**src/core/dbr_regs.svh**
```systemverilog
// offsets, field positions, reset values and codes of the debug read block
`ifndef DBR_REGS_SVH
`define DBR_REGS_SVH
// register byte offsets
`define DBR_OFF_LEAF      8'h00
`define DBR_OFF_ADDR_LO   8'h04
`define DBR_OFF_ADDR_HI   8'h08
`define DBR_OFF_CTRL      8'h0C
`define DBR_OFF_RES_LO    8'h10
`define DBR_OFF_RES_HI    8'h14
`define DBR_OFF_FLAGS     8'h18
`define DBR_OFF_FAULT     8'h1C
`define DBR_OFF_IRQ_STAT  8'h20
`define DBR_OFF_IRQ_CLR   8'h24
`define DBR_OFF_IRQ_EN    8'h28
// control fields
`define DBR_CTRL_LONG     0
`define DBR_CTRL_START    1
// flag field positions
`define DBR_FLAG_CF       0
`define DBR_FLAG_PF       2
`define DBR_FLAG_AF       4
`define DBR_FLAG_ZF       6
`define DBR_FLAG_SF       7
`define DBR_FLAG_OF       11
`define DBR_FLAG_BUSY     16
// fault and interrupt fields
`define DBR_FAULT_GP      0
`define DBR_FAULT_PF      1
`define DBR_EVT_OK        0
`define DBR_EVT_NDBG      1
`define DBR_EVT_GP        2
`define DBR_EVT_PF        3
// codes and limits
`define DBR_LEAF_READ     32'h0000_0004
`define DBR_ERR_NOT_DEBUG 32'h0000_0001
`define DBR_TCS_LIMIT     12'h0100
`define DBR_PT_ENCLAVE_CONTROL_STRUCTURE       8'h00
`define DBR_REGULAR_PAGE_TYPE        8'h01
`define DBR_THREAD_CONTROL_PAGE_TYPE        8'h02
`define DBR_VERSION_ARRAY_PAGE_TYPE         8'h03
`define DBR_SHADOW_STACK_FIRST_PAGE_TYPE   8'h04
`define DBR_SHADOW_STACK_REST_PAGE_TYPE    8'h05
// reset values
`define DBR_RST_WORD      32'h0000_0000
`define DBR_RST_QUAD      64'h0000_0000_0000_0000
`endif

```
**src/core/dbr_pkg.sv**
```systemverilog
// types shared by the debug enclave read block
package dbr_pkg;
    typedef enum logic [2:0] {
        DBR_IDLE = 3'b001,
        DBR_WAIT = 3'b010,
        DBR_DONE = 3'b100
    } dbr_state_t;
    typedef enum logic [3:0] {
        DBR_OK   = 4'b0001,
        DBR_NDBG = 4'b0010,
        DBR_GP   = 4'b0100,
        DBR_PF   = 4'b1000
    } dbr_out_t;
    typedef struct packed {
        logic       we;
        logic       re;
        logic [7:0] addr;
        logic [31:0] wdata;
    } dbr_bus_t;
    typedef struct packed {
        logic        in_epc;
        logic        conflict;
        logic        valid;
        logic        pending;
        logic        modified;
        logic [7:0]  ptype;
        logic        owner_debug;
        logic [63:0] data;
    } dbr_pm_resp_t;
    typedef struct packed {
        logic cf;
        logic pf;
        logic af;
        logic zf;
        logic sf;
        logic of;
    } dbr_flags_t;
endpackage

```
**src/core/dbr_top.sv**
```systemverilog
// debug enclave read leaf: checks, page map lookup and result commit
//
// Local design decisions: the address map and strobed register access.
`timescale 1ns/1ps
`include "dbr_regs.svh"

module dbr_top
    import dbr_pkg::*;
(
    // clock and reset
    input  wire logic         clk_i,
    input  wire logic         reset_i,
    // register bus
    input  wire dbr_bus_t     bus_i,
    output logic [31:0]       rdata_o,
    // segment unit
    input  wire logic         seg_viol_i,
    input  wire logic         seg_unusable_i,
    // page map lookup
    output logic              pm_req_o,
    output logic [63:0]       pm_addr_o,
    input  wire logic         pm_ack_i,
    input  wire dbr_pm_resp_t pm_resp_i,
    // outcome to the processor
    output logic              done_o,
    output logic              gp_fault_o,
    output logic              pf_fault_o,
    output logic [63:0]       fault_addr_o,
    output logic              irq_o
);
    typedef struct packed {
        dbr_state_t  state;
        dbr_out_t    outcome;
        logic [63:0] addr;
        logic        long_mode;
        logic [31:0] leaf_err;
        logic [63:0] result;
        logic [63:0] stage;
        dbr_flags_t  flags;
        logic [1:0]  last_fault;
        logic [31:0] rdata;
    } dbr_core_t;

    dbr_core_t   core_ff;
    dbr_core_t   nxt_core;
    logic [63:0] fmt_result;
    logic [3:0]  irq_stat;
    logic [3:0]  irq_en;
    logic [3:0]  events;
    logic        ctrl_we;
    logic        start_req;
    logic        is_reg_tcs;

    // natural alignment depends on the transfer size of the mode
    function automatic logic dbr_misaligned(logic [63:0] a, logic lm);
        return lm ? (a[2:0] != 3'h0) : (a[1:0] != 2'h0);
    endfunction

    // regular and thread control pages hold real data
    function automatic logic dbr_is_data_page(logic [7:0] pt);
        return (pt == `DBR_REGULAR_PAGE_TYPE) || (pt == `DBR_THREAD_CONTROL_PAGE_TYPE);
    endfunction

    // enclave_control_structure pages and unknown codes fall outside the permitted set
    function automatic logic dbr_type_ok(logic [7:0] pt);
        return dbr_is_data_page(pt) || (pt == `DBR_VERSION_ARRAY_PAGE_TYPE) ||
               (pt == `DBR_SHADOW_STACK_FIRST_PAGE_TYPE) || (pt == `DBR_SHADOW_STACK_REST_PAGE_TYPE);
    endfunction

    // page map checks, strictly in order; permission bits are not consulted
    function automatic dbr_out_t dbr_decide(dbr_pm_resp_t r, logic [11:0] off);
        dbr_out_t o;
        o = DBR_OK;
        if (!r.in_epc) begin
            o = DBR_PF;
        end else if (r.conflict) begin
            o = DBR_GP;
        end else if (!r.valid) begin
            o = DBR_PF;
        end else if (!dbr_type_ok(r.ptype)) begin
            o = DBR_PF;
        end else if (r.pending || r.modified) begin
            o = DBR_NDBG;
        end else if ((r.ptype == `DBR_THREAD_CONTROL_PAGE_TYPE) && (off >= `DBR_TCS_LIMIT)) begin
            o = DBR_GP;
        end else if (dbr_is_data_page(r.ptype) && !r.owner_debug) begin
            o = DBR_GP;
        end
        return o;
    endfunction

    assign ctrl_we    = bus_i.we && (bus_i.addr == `DBR_OFF_CTRL);
    assign start_req  = ctrl_we && bus_i.wdata[`DBR_CTRL_START];
    assign is_reg_tcs = dbr_is_data_page(pm_resp_i.ptype);

    // result shaping kept apart so the mode split stays readable
    dbr_fmt u_fmt (
        .long_i       (core_ff.long_mode),
        .reg_or_tcs_i (is_reg_tcs),
        .mem_i        (pm_resp_i.data),
        .prev_i       (core_ff.result),
        .result_o     (fmt_result)
    );

    // one event per finished leaf, taken from the stored outcome
    assign events = (core_ff.state == DBR_DONE) ? core_ff.outcome : 4'h0;

    dbr_irq u_irq (
        .clk_i    (clk_i),
        .reset_i  (reset_i),
        .event_i  (events),
        .clr_we_i (bus_i.we && (bus_i.addr == `DBR_OFF_IRQ_CLR)),
        .en_we_i  (bus_i.we && (bus_i.addr == `DBR_OFF_IRQ_EN)),
        .wdata_i  (bus_i.wdata[3:0]),
        .stat_o   (irq_stat),
        .en_o     (irq_en),
        .irq_o    (irq_o)
    );

    // next state of the whole block except the interrupt state kept in dbr_irq
    always_comb begin
        nxt_core = core_ff;
        // operand writes are refused while a leaf is in flight
        if (bus_i.we && (core_ff.state == DBR_IDLE)) begin
            unique case (bus_i.addr)
                `DBR_OFF_LEAF: begin
                    nxt_core.leaf_err = bus_i.wdata;
                end
                `DBR_OFF_ADDR_LO: begin
                    nxt_core.addr[31:0] = bus_i.wdata;
                end
                `DBR_OFF_ADDR_HI: begin
                    nxt_core.addr[63:32] = bus_i.wdata;
                end
                `DBR_OFF_CTRL: begin
                    // mode comes from the long bit of the control write, not the processor state
                    nxt_core.long_mode = bus_i.wdata[`DBR_CTRL_LONG];
                end
                default: begin
                end
            endcase
        end
        unique case (core_ff.state)
            DBR_IDLE: begin
                if (start_req && (core_ff.leaf_err == `DBR_LEAF_READ)) begin
                    nxt_core.state = DBR_DONE;
                    if (seg_viol_i || seg_unusable_i) begin
                        nxt_core.outcome = DBR_GP;
                    end else if (dbr_misaligned(nxt_core.addr,
                                                nxt_core.long_mode)) begin
                        nxt_core.outcome = DBR_GP;
                    end else begin
                        nxt_core.state = DBR_WAIT;
                    end
                end
            end
            DBR_WAIT: begin
                if (pm_ack_i) begin
                    nxt_core.outcome = dbr_decide(pm_resp_i, core_ff.addr[11:0]);
                    nxt_core.stage   = fmt_result;
                    nxt_core.state   = DBR_DONE;
                end
            end
            DBR_DONE: begin
                nxt_core.state = DBR_IDLE;
                unique case (core_ff.outcome)
                    DBR_OK: begin
                        nxt_core.result   = core_ff.stage;
                        nxt_core.leaf_err = `DBR_RST_WORD;
                        nxt_core.flags    = '0;
                    end
                    DBR_NDBG: begin
                        // no data moves on this exit
                        nxt_core.leaf_err = `DBR_ERR_NOT_DEBUG;
                        nxt_core.flags    = '0;
                        nxt_core.flags.zf = 1'b1;
                    end
                    DBR_GP: begin
                        nxt_core.last_fault = 2'b01;
                    end
                    DBR_PF: begin
                        nxt_core.last_fault = 2'b10;
                    end
                    default: begin
                    end
                endcase
            end
            default: begin
                nxt_core.state = DBR_IDLE;
            end
        endcase
        // read data stand in the cycle after the strobe only
        nxt_core.rdata = `DBR_RST_WORD;
        if (bus_i.re) begin
            unique case (bus_i.addr)
                `DBR_OFF_LEAF:     nxt_core.rdata = core_ff.leaf_err;
                `DBR_OFF_ADDR_LO:  nxt_core.rdata = core_ff.addr[31:0];
                `DBR_OFF_ADDR_HI:  nxt_core.rdata = core_ff.addr[63:32];
                `DBR_OFF_CTRL:     nxt_core.rdata = {31'h0, core_ff.long_mode};
                `DBR_OFF_RES_LO:   nxt_core.rdata = core_ff.result[31:0];
                `DBR_OFF_RES_HI:   nxt_core.rdata = core_ff.result[63:32];
                `DBR_OFF_FLAGS: begin
                    nxt_core.rdata[`DBR_FLAG_CF]   = core_ff.flags.cf;
                    nxt_core.rdata[`DBR_FLAG_PF]   = core_ff.flags.pf;
                    nxt_core.rdata[`DBR_FLAG_AF]   = core_ff.flags.af;
                    nxt_core.rdata[`DBR_FLAG_ZF]   = core_ff.flags.zf;
                    nxt_core.rdata[`DBR_FLAG_SF]   = core_ff.flags.sf;
                    nxt_core.rdata[`DBR_FLAG_OF]   = core_ff.flags.of;
                    nxt_core.rdata[`DBR_FLAG_BUSY] = core_ff.state != DBR_IDLE;
                end
                `DBR_OFF_FAULT:    nxt_core.rdata = {30'h0, core_ff.last_fault};
                `DBR_OFF_IRQ_STAT: nxt_core.rdata = {28'h0, irq_stat};
                `DBR_OFF_IRQ_EN:   nxt_core.rdata = {28'h0, irq_en};
                default:           nxt_core.rdata = `DBR_RST_WORD;
            endcase
        end
    end

    // single register stage for all block state except the interrupt status and enable, which dbr_irq holds
    always_ff @(posedge clk_i) begin
        if (reset_i) begin
            core_ff.state      <= DBR_IDLE;
            core_ff.outcome    <= DBR_OK;
            core_ff.addr       <= `DBR_RST_QUAD;
            core_ff.long_mode  <= 1'b0;
            core_ff.leaf_err   <= `DBR_RST_WORD;
            core_ff.result     <= `DBR_RST_QUAD;
            core_ff.stage      <= `DBR_RST_QUAD;
            core_ff.flags      <= '0;
            core_ff.last_fault <= 2'b00;
            core_ff.rdata      <= `DBR_RST_WORD;
        end else begin
            core_ff <= nxt_core;
        end
    end

    // outputs; pulses come straight from the done state flop
    assign rdata_o      = core_ff.rdata;
    assign pm_req_o     = core_ff.state == DBR_WAIT;
    assign pm_addr_o    = core_ff.addr;
    assign done_o       = core_ff.state == DBR_DONE;
    assign gp_fault_o   = done_o && (core_ff.outcome == DBR_GP);
    assign pf_fault_o   = done_o && (core_ff.outcome == DBR_PF);
    assign fault_addr_o = core_ff.addr;
endmodule

```
**src/core/dbr_irq.sv**
```systemverilog
// sticky event status, enable mask and level interrupt
`timescale 1ns/1ps
module dbr_irq
    import dbr_pkg::*;
(
    // clock and reset
    input  wire logic       clk_i,
    input  wire logic       reset_i,
    // events and software access
    input  wire logic [3:0] event_i,
    input  wire logic       clr_we_i,
    input  wire logic       en_we_i,
    input  wire logic [3:0] wdata_i,
    // state out
    output logic [3:0]      stat_o,
    output logic [3:0]      en_o,
    output logic            irq_o
);
    typedef struct packed {
        logic [3:0] stat;
        logic [3:0] en;
    } dbr_irq_st_t;
    dbr_irq_st_t irq_ff, nxt_irq;
    // a new event outranks a clear landing in the same cycle
    always_comb begin
        nxt_irq = irq_ff;
        if (clr_we_i) begin
            nxt_irq.stat = irq_ff.stat & ~wdata_i;
        end
        nxt_irq.stat = nxt_irq.stat | event_i;
        if (en_we_i) begin
            nxt_irq.en = wdata_i;
        end
    end
    always_ff @(posedge clk_i) begin
        if (reset_i) begin
            irq_ff <= '0;
        end else begin
            irq_ff <= nxt_irq;
        end
    end
    assign stat_o = irq_ff.stat;
    assign en_o   = irq_ff.en;
    assign irq_o  = |(irq_ff.stat & irq_ff.en);
endmodule

```
**src/core/dbr_fmt.sv**
```systemverilog
// shapes the word read from the page into the data result register
`timescale 1ns/1ps
module dbr_fmt
    import dbr_pkg::*;
(
    // selection
    input  wire logic        long_i,
    input  wire logic        reg_or_tcs_i,
    // data
    input  wire logic [63:0] mem_i,
    input  wire logic [63:0] prev_i,
    output logic [63:0]      result_o
);
    logic [63:0] slot_val;
    // version slots only reveal whether they are in use
    assign slot_val = mem_i & ~64'h0000_0000_0000_0007;
    always_comb begin
        if (reg_or_tcs_i) begin
            // short mode leaves the upper half untouched
            result_o = long_i ? mem_i : {prev_i[63:32], mem_i[31:0]};
        end else if (slot_val != 64'h0000_0000_0000_0000) begin
            result_o = long_i ? 64'hFFFF_FFFF_FFFF_FFFF
                              : {prev_i[63:32], 32'hFFFF_FFFF};
        end else begin
            result_o = long_i ? 64'h0000_0000_0000_0000
                              : {prev_i[63:32], 32'h0000_0000};
        end
    end
endmodule

```
**config.mk**
```make
export PLATFORM = sky130hd
export DESIGN_NAME = dbr_top
export DESIGN_NICKNAME = d
export VERILOG_FILES = /design/src/core/dbr_pkg.sv /design/src/core/dbr_top.sv /design/src/core/dbr_irq.sv /design/src/core/dbr_fmt.sv
export VERILOG_INCLUDE_DIRS = /design/src /design/src/core
export SDC_FILE = /design/constraint.sdc
export NUM_CORES = 1
export LEC_CHECK = 0
export ABC_CLOCK_PERIOD_IN_PS = 2100
export BUFFER_PORTS_ARGS = -buffer_cell sky130_fd_sc_hd__buf_2
export CORE_MARGIN = 3
export CORE_UTILIZATION = 54
export DETAILED_ROUTE_END_ITERATION = 10
export PLACE_DENSITY = 0.9
export SYNTH_ARGS = -nofsm -noshare
export SYNTH_HDL_FRONTEND = slang
export SYNTH_SLANG_ARGS = --single-unit
```
**constraint.sdc**
```tcl
create_clock -name clk_i -period 2.1 [get_ports clk_i]
set_input_delay 0.42 -clock clk_i [delete_from_list [all_inputs] [get_ports clk_i]]
set_output_delay 0.42 -clock clk_i [all_outputs]
set_load 0.005 [all_outputs]
```
Yosys cells after proc, flatten, opt, wreduce, memory -nomap -nowiden
Cells that the tools add are included.
Storage, ports and cells
  register bits after elaboration: 280
  input bits: 125
  output and inout port bits: 165
  logic and storage cells: 130
Operators by class
  order comparisons: 1
  equal/unequal tests: 27
  multiplexer cells: 44
  bitwise logic cells: 5
  reductions and logical operators: 34
Operators by type and width (count)
  two-way mux 64 bit: 6
  two-way mux 96 bit: 1
  one-hot mux 15 bit (5 select lines): 1
  one-hot mux 32 bit (2 select lines): 1
  nonzero test 64 bit: 1
  two-way mux 4 bit: 10
  two-way mux 36 bit: 1
  equality test 32 x 3 -> 1 bit (second input constant): 1
  equality test 8 x 5 -> 1 bit (second input constant): 4
  two-way mux 32 bit: 1
  equality test 8 x 3 -> 1 bit (second input constant): 3
  equality test 8 x 6 -> 1 bit (second input constant): 3
  one-hot mux 4 bit (5 select lines): 1
  one-hot mux 1 bit (6 select lines): 3
  equality test 8 x 2 -> 1 bit (second input constant): 2
  equality test 8 x 4 -> 1 bit (second input constant): 2
  one-hot mux 1 bit (8 select lines): 2
  one-hot mux 3 bit (5 select lines): 1
  two-way mux 7 bit: 2
  AND reduction 2 bit: 7
  greater-or-equal comparator 12 x 9 -> 1 bit (second input constant): 1
  two-way mux 3 bit: 4
  one-hot mux 2 bit (6 select lines): 1
  one-hot mux 6 bit (2 select lines): 1
  30 further kinds: 51

Depth between registers and ports, before layout
Gate-level depths: netlist (run 1).
  depth after elaboration: 12
  depth in mapped cells: 9
  depth with buffers taken out: 6

By module
Synthesis (run 1) repeated with hierarchy kept, for this count alone.
Second synthesis, totals
  cell total of the unflattened synthesis: 1685
  area total of the unflattened synthesis: 12698.4 um^2
By module, submodules not included
  dbr_top: instances 1, cells each 1450, area each 11429.7 um^2
  dbr_fmt: instances 1, cells each 202, area each 953.4 um^2
  dbr_irq: instances 1, cells each 33, area each 315.3 um^2

Worst setup path after synthesis (run 1)
No wires, ideal clock.
  path kind: input to register
  from: input port pm_resp_i[72] in the netlist's numbering
  to: register core_ff[78] in the netlist's numbering
  library setup time: 78 ps
  data arrival time: 1799 ps
  data required time: 2022 ps
  path slack: 223 ps
  cell stages on the path: 8
  path buffers: 2
  cell sequence: nor4_1 nor4b_2 buf_2 buf_2 nand2_1 a21oi_1 nor3_1 nor3_1
Between the ends
  cells in the longest elaborated chain, start to end: 3
  elaborated cells on any way between the ends: 4
Ends and longest elaborated chain
  from (decl): RTL line dbr_top.sv:23  | input wire dbr_pm_resp_t pm_resp_i,
  equality test 8 x 1 -> 1 bit (no line) / equality test 8 x 2 -> 1 bit (equally long branches)
  logical OR 1 bit *: RTL line dbr_top.sv:61  | return (pt == `DBR_REGULAR_PAGE_TYPE) || (pt == `DBR_THREAD_CONTROL_PAGE_TYPE);
  two-way mux 64 bit *: RTL line dbr_fmt.sv:18  | if (reg_or_tcs_i) begin
  to (signal assigned): RTL line dbr_top.sv:233  | core_ff <= nxt_core;
  to (decl): RTL line dbr_top.sv:44  | dbr_core_t core_ff;
Mark *: on every way between the ends. The rest lies on a longest branch, timed or not.
A chain may end at the register's enable or synchronous reset.

Worst setup path after layout (run 1)
  from: register core_ff[270] in the netlist's numbering
  to: output port gp_fault_o
Between the ends
  cells in the longest elaborated chain, start to end: 2
Ends and longest elaborated chain
  equality test 3 bit: RTL line dbr_top.sv:241  | assign done_o = core_ff.state == DBR_DONE;
  logical AND 1 bit: RTL line dbr_top.sv:242  | assign gp_fault_o = done_o && (core_ff.outcome == DBR_GP);
  to (decl): RTL line dbr_top.sv:26  | output logic gp_fault_o,
No other way between the ends.

==> impl_metrics.csv, run 1 <==
group,metric,value,unit
setup_path,endpoint_kind,"primary output",
timing,slew_viol_final,0,
timing,holdWs,0.125,ns
logic_synthesis,synth_compound_area_share,17.5,%
timing,max_clock_freq,417,MHz
floorplanning,core_area,22700,µm²
setup_path,regToRegSetupSlack,-0.11,ns
logic_synthesis,synthFlopType,"dfxtp_1",
logic_synthesis,yosys_register_bits,275,
global_routing,grt_pass1_wl,61100,µm
logic_synthesis,syn_nets,1746,
setup_path,crit_family,"simple AND/OR/NAND/NOR gates",
setup_path,critPathMaxStageDelay,0.47,ns
logic_synthesis,synth-edff-count,0,
floorplanning,pin_count,290,
placed_design,place_area,13500,µm²
logic_synthesis,synth-xor-area-share,0.140,%
floorplanning,rows,55,
setup_path,worstSetupEndpoint,"gp_fault_o",
logic_synthesis,synth_area_leaders,"dfxtp_1 (44%), nand2_1 (12%), buf_4 (9.7%), a21oi_1 (9.5%), nor2_1 (3.7%)",
logic_synthesis,synth_top_area_share,43.9,%
cells_and_area,regArea,5510,µm²
status,status,"finished with violations",
logic_synthesis,postSynthCellCount,1621,
clock_tree,path_clk_slew,0.07,ns
timing,setup_viol,68,
logic_synthesis,synth_cell_types,53,
clock_tree,cts_tree,"built",
clock_tree,htreeDepth,1,
clock_tree,postCtsHoldBufs,0,
pwr,vdd_drop_max,0.000483,V
placed_design,port_buffers,289,
logic_synthesis,synth_mux_area_share,0.519,%
clock_tree,insertion_delay,0.55,ns
timing,layout_min_cycle_time,2.40,ns
global_routing,grt_max_degree,166,
job,drv_cap,0,
timing,slew_headroom,46.1,%
setup_path,cp.depth,6,
floorplanning,fp.dieH,158,µm
cells_and_area,final_common_cell,"nand2_1",
logic_synthesis,async_flop_share,0,%
floorplanning,die-area,25100,µm²
logic_synthesis,synthSimpleGateAreaFrac,24.1,%
pwr,p_leak,0.00564,µW
logic_synthesis,synth_top_family_by_area,"simple AND/OR/NAND/NOR gates",
placed_design,dpl.hpwl,29100,µm
global_routing,antenna_found_initial,2,
cells_and_area,drive_above_1_share,26.0,%
setup_path,crit_buf_inv,3,
route,drtAntennaViolNets,0,
setup_path,r2r_end,"core_ff[32]",
setup_path,crit_slowest_cell,"or4_4",
timing,period_share,114,%
global_routing,first_global_vias,11000,
cells_and_area,fin_nets,1887,
global_routing,gr-total-overflow,0,
route,detail_route.wl_per_cell,19.6,µm
route,vias,12200,
logic_synthesis,syn_area,12500,µm²
timing,finalWorstSetupSlack,-0.296,ns
pwr,power_density,736,nW/µm²
logic_synthesis,synthAdderAreaFrac,0,%
route,post_drt_via_cell_ratio,5.92,
cells_and_area,area_delta_synth_final,16.8,%
clock_tree,clock_path_buffers,3,
status,violations,"DRC, setup timing",
floorplanning,die_w,158,µm
setup_path,path_class,"flip-flop to primary output",
setup_path,critPathLaunch,"core_ff[270]",
clock_tree,root_buffer,"clkbuf_16",
setup_path,critPathLaunchType,"flip-flop",
logic_synthesis,yosysWarnings,0,
setup_path,worstPathCellList,"nor3b_4 > buf_4 > nand2_1 > or4_4 > inv_2 > buf_2",
global_routing,grt_util_all_layers,30.8,%
setup_path,r2r-start,"core_ff[271]",
cells_and_area,fillers,1889,
cells_and_area,multi_input_area,5370,µm²
setup_path,r2r_cells,15,
setup_path,worst_ep_arrival_time,1.98,ns
cells_and_area,final_area,14600,µm²
logic_synthesis,yosysTopAreaCell,"dfxtp_1",
setup_path,cp_data_required_time,1.68,ns
timing,hold_viol,0,
floorplanning,initial_utilization,55.2,%
cells_and_area,layout_common_cells,"nand2_1 (416), buf_2 (288), dfxtp_1 (271), a21oi_1 (237), nor2_1 (121)",
logic_synthesis,yosysSeqAreaShare,43.9,%
worst_hold_path,worstHoldPathType,"input port to flip-flop",
clock_tree,cts_sinks,275,
timing,rsz0062_at_grt,"true",
placed_design,routabilityCongestion,0.918,
logic_synthesis,avgSynthCellArea,7.73,µm²
route,first_pass_iters,11,
route,drc,1,
timing,worst_clock_skew,0.0127,ns
clock_tree,cts-buffers-inserted,28,
timing,fin_setup_tns,-2.45,ns
timing,worst_slew_pin_slew,0.808,ns
setup_path,crit_path_max_fanout,4,
route,drt_iter0_drc,1859,
route,wl,40600,µm
==> synthesized netlist by cell type, drive strengths merged, types with 2 or more instances <==
master  count
nand2     417
dfxtp     275
a21oi     237
buf       212
nor2      123
nor3       72
clkbuf     64
a22oi      33
a211oi     32
a222oi     31
nor4       26
nand3      12
o21ai      10
and3        7
nand4       6
inv         5
mux2i       5
nand2b      5
nor3b       5
nor4b       5
a22o        4
and2        4
a31oi       3
nor2b       3
a21o        2
a221oi      2
a32o        2
and4bb      2
nand3b      2
o21bai      2
or4         2
==> report_power, final <==
| group | total (µW) | switching (µW) | internal [µW] |
|---|---|---|---|
| sequential | 5220 | 2.90 | 5220 |
| clock | 5130 | 2120 | 3010 |
| combinational | 424 | 255 | 169 |
==> metal layers <==
metal	up-vias	track usage [%]	share of wire, %
met2	825	48.0	45
met1	5669	44.5	41
met5	-	0	0
met3	74	5.11	11
met4	0	7.91	2.3
li1	5677	-	-
==> worst min-delay path: cells and delay by family <==
| kind | cells | cell delay, ns |
|---|---|---|
| simple gates | 1 | 0.05 |
| compound gates | 1 | 0.06 |
| buf+inv | 1 | 0.09 |
==> layout make-up <==
type / instances / share of cell area (%)
clock inverter: 15 / 1.16
multi-input combinational: 1065 / 36.7
clock buffer: 37 / 5.37
inverter: 5 / 0.128
tap: 285 / 2.44
antenna: 1 / 0.0171
sequential: 275 / 37.7
timing repair buffer: 387 / 16.6
==> per-stage QoR <==
step	setup slack (ns)	util [%]	power [µW]	cells
after CTS	-0.265	64.2	10800	2066
after detailed placement	-0.129	59.6	5750	2004
final	-0.296	64.5	10800	2070
after floorplan	0.223	-	5480	1621
after global placement	-0.104	59.6	5750	2004
after global routing	-0.356	64.5	11000	2070
==> registers in the layout, indices dropped and copies added, names as in the netlist <==
name          cells
core_ff         171
fault_addr_o     64
rdata_o          32
u_irq.en_o        4
u_irq.stat_o      4
==> kinds of logic after synthesis <==
| logic type | Yosys count |
|---|---|
| AO/OA/AOI/OAI | 363 |
| XOR/XNOR | 2 |
| buffers and inverters | 281 |
| flip-flops | 275 |
| multiplexers | 6 |
| AND/OR/NAND/NOR | 694 |
==> how the worst min path moves through the flow <==
stage,end,depth (start not counted),from
2_1_floorplan,core_ff[104],2,core_ff[40]
3_5_place_dp,core_ff[156],2,core_ff[92]
4_1_cts,core_ff[40],3,pm_resp_i[0]
5_1_grt,core_ff[60],3,pm_resp_i[20]
3_3_place_gp,core_ff[154],2,core_ff[90]
6_report,core_ff[40],3,pm_resp_i[0]
==> repair_timing <==
item,CTS,global route
setup buffers,10,3
gates resized for setup,7,7
setup endpoints to repair,2,74
pin swaps,2,1
No activity file was read; power rests on OpenSTA's default activity.
==> inputs of run 2 (changes only) <==
- ABC_AREA: default -> 1
==> run 2 against run 1 <==
The run now ends clean; maximum frequency increased by 20%; sequential power increased by 5.4%; design area decreased by 1.6%; utilization decreased by 1.6 points; first-iteration DRC count decreased by 25%.
==> impl_metrics.csv, run 2 <==
group,metric,value,unit
route,drt_iter0_drc,1390,
logic_synthesis,avgSynthCellArea,7.45,µm²
clock_tree,path_clk_slew,0.07,ns
timing,layout_min_cycle_time,2.01,ns
placed_design,dpl.hpwl,29100,µm
pwr,pwr-share-clk,42.3,%
route,wl,38700,µm
route,post_drt_via_cell_ratio,5.57,
route,vias,12000,
global_routing,met2_usage,47.1,%
global_routing,grt_pass1_wl,60700,µm
clock_tree,cts_resized,0,
worst_hold_path,worstHoldPathType,"input port to flip-flop",
setup_path,crit_path_max_fanout,7,
setup_path,critPathLaunchType,"flip-flop",
logic_synthesis,yosysMostFrequentCell,"dfxtp_1",
cells_and_area,final_area,14400,µm²
clock_tree,cts-buffers-inserted,27,
placed_design,routabilityCongestion,0.964,
timing,hold_viol,0,
floorplanning,die-area,25500,µm²
timing,max_clock_freq,499,MHz
placed_design,port_buffers,289,
setup_path,endpoint_kind,"primary output",
timing,rsz0062_at_grt,"false",
floorplanning,pin_count,290,
cells_and_area,fin_nets,1937,
floorplanning,core_area,22900,µm²
clock_tree,cts_sinks,275,
global_routing,grt_util_all_layers,29.3,%
floorplanning,fp.dieH,160,µm
pwr,seq_power_share,47.2,%
cells_and_area,final_common_cell,"buf_2",
logic_synthesis,synthFlopType,"dfxtp_1",
route,first_pass_iters,6,
timing,worst_clock_skew,0.0116,ns
clock_tree,cts_tree,"built",
global_routing,antenna_found_initial,6,
global_routing,gr-total-overflow,0,
clock_tree,clock_path_buffers,3,
timing,setup_viol,0,
pwr,cell_internal_pwr,8660,µW
logic_synthesis,syn_area,12800,µm²
cells_and_area,drive_above_1_share,22.6,%
route,drc,0,
pwr,power_density,809,nW/µm²
logic_synthesis,yosys_register_bits,275,
clock_tree,postCtsHoldBufs,0,
clock_tree,root_buffer,"clkbuf_16",
global_routing,grt_max_degree,119,
cells_and_area,layout_common_cells,"buf_2 (289), dfxtp_1 (274), o21ai_0 (226), a21oi_1 (193), nand2_1 (170)",
logic_synthesis,synth-edff-count,0,
pwr,p_leak,0.00639,µW
cells_and_area,top_register,"core_ff",
cells_and_area,largest_reg_flops,171,
timing,period_share,95.5,%
logic_synthesis,synth_common_cells,"dfxtp_1 (275), o21ai_0 (226), a21oi_1 (193)",
pwr,switching_power,2990,µW
logic_synthesis,synth_cell_types,39,
job,drv_cap,0,
floorplanning,die_w,160,µm
pwr,p_sw_share,25.7,%
global_routing,busiest_layer,"met2",
logic_synthesis,postSynthCellCount,1714,
timing,worst_slew_pin_slew,0.437,ns
pwr,power_frac_comb,10.5,%
logic_synthesis,synth_top_area_share,43.1,%
floorplanning,initial_utilization,55.7,%
placed_design,place_area,13500,µm²
logic_synthesis,synth_area_leaders,"dfxtp_1 (43%), buf_4 (9.6%), o21ai_0 (8.9%), a21oi_1 (7.6%), nand2_1 (5.0%)",
global_routing,met1_usage,40.6,%
logic_synthesis,yosysWarnings,0,
logic_synthesis,yosysSeqAreaShare,43.1,%
global_routing,first_global_vias,11200,
clock_tree,htreeDepth,1,
floorplanning,rows,55,
pwr,vdd_drop_max,0.000628,V
placed_design,dp.cells,2096,
logic_synthesis,syn_nets,1839,
route,drtAntennaViolNets,0,
setup_path,path_class,"flip-flop to primary output",
cells_and_area,area_delta_synth_final,12.9,%
clock_tree,insertion_delay,0.55,ns
setup_path,worst_ep_arrival_time,1.59,ns
status,status,"finished, final reports clean",
timing,slew_viol_final,0,
logic_synthesis,async_flop_share,0,%
clock_tree,post-cts-setup-buffers,0,
logic_synthesis,yosysTopAreaCell,"dfxtp_1",
timing,holdWs,0.136,ns
timing,slew_headroom,70.7,%
cells_and_area,instances_no_fill,2146,
setup_path,cp_data_required_time,1.68,ns
global_routing,grt_use_met3,5.34,%
timing,fin_setup_tns,0,ns
route,detail_route.wl_per_cell,18.0,µm
-- run 2: worst max-delay path: stages, from the launching register on --
cell and delay [ns]:
dfxtp_1 0.37, nor3_4 0.22, buf_4 0.17, nand2_1 0.11, inv_1 0.06, buf_2 0.10
-- run 2: cell type report --
cell class / count / area [µm²]
diodes: 1 / 2.50
clock buffers: 37 / 743
clock inverters: 12 / 160
fillers: 2069 / 8510
inverters: 168 / 633
multi-input cells: 1002 / 4970
flip-flops and latches: 275 / 5510
well taps: 313 / 392
repair buffers: 338 / 2000
-- run 2: path summary, 6_finish.rpt --
check / from / to / slack [ns] / cells after the start
setup / recovery: core_ff[269] / pf_fault_o / 0.09 / 5
hold / removal: reset_i / core_ff[200] / 0.14 / 2
hold reg to reg: core_ff[126] / core_ff[126] / 0.46 / 2
setup reg to reg: core_ff[270] / core_ff[73] / 0.30 / 8
-- run 2: power by group through the flow --
| stage | Sequential (µW) | Clock (µW) | Combinational [µW] |
|---|---|---|---|
| after global placement | 5600 | 0 | 1160 |
| final | 5500 | 4930 | 1220 |
| after detailed placement | 5610 | 0 | 1200 |
| after global routing | 5520 | 5150 | 1370 |
| after CTS | 5500 | 4960 | 1210 |
| after floorplan | 5580 | 0 | 811 |
-- run 2: metal layers --
metal  vias to the layer above  part of all wire [%]
li1                       5779                     -
met5                         -                  0.14
met1                      5472                    42
met2                       610                    45
met4                        10                   2.7
met3                        84                    10
-- run 2: logic make-up after synthesis --
kind of cell	Yosys count	share of synthesized area [%]
compound gates	564	23.8
simple gates	438	15.0
buf+inv	437	18.1
flops	275	43.1
-- run 2: through the flow --
stage	util [%]	worst slack, ns	total power (µW)
after floorplan	-	0.424	6390
after global placement	58.9	0.116	6760
after detailed placement	58.9	0.0694	6810
after CTS	62.9	0.0745	11700
after global routing	62.9	0.0119	12000
final	62.9	0.0948	11600
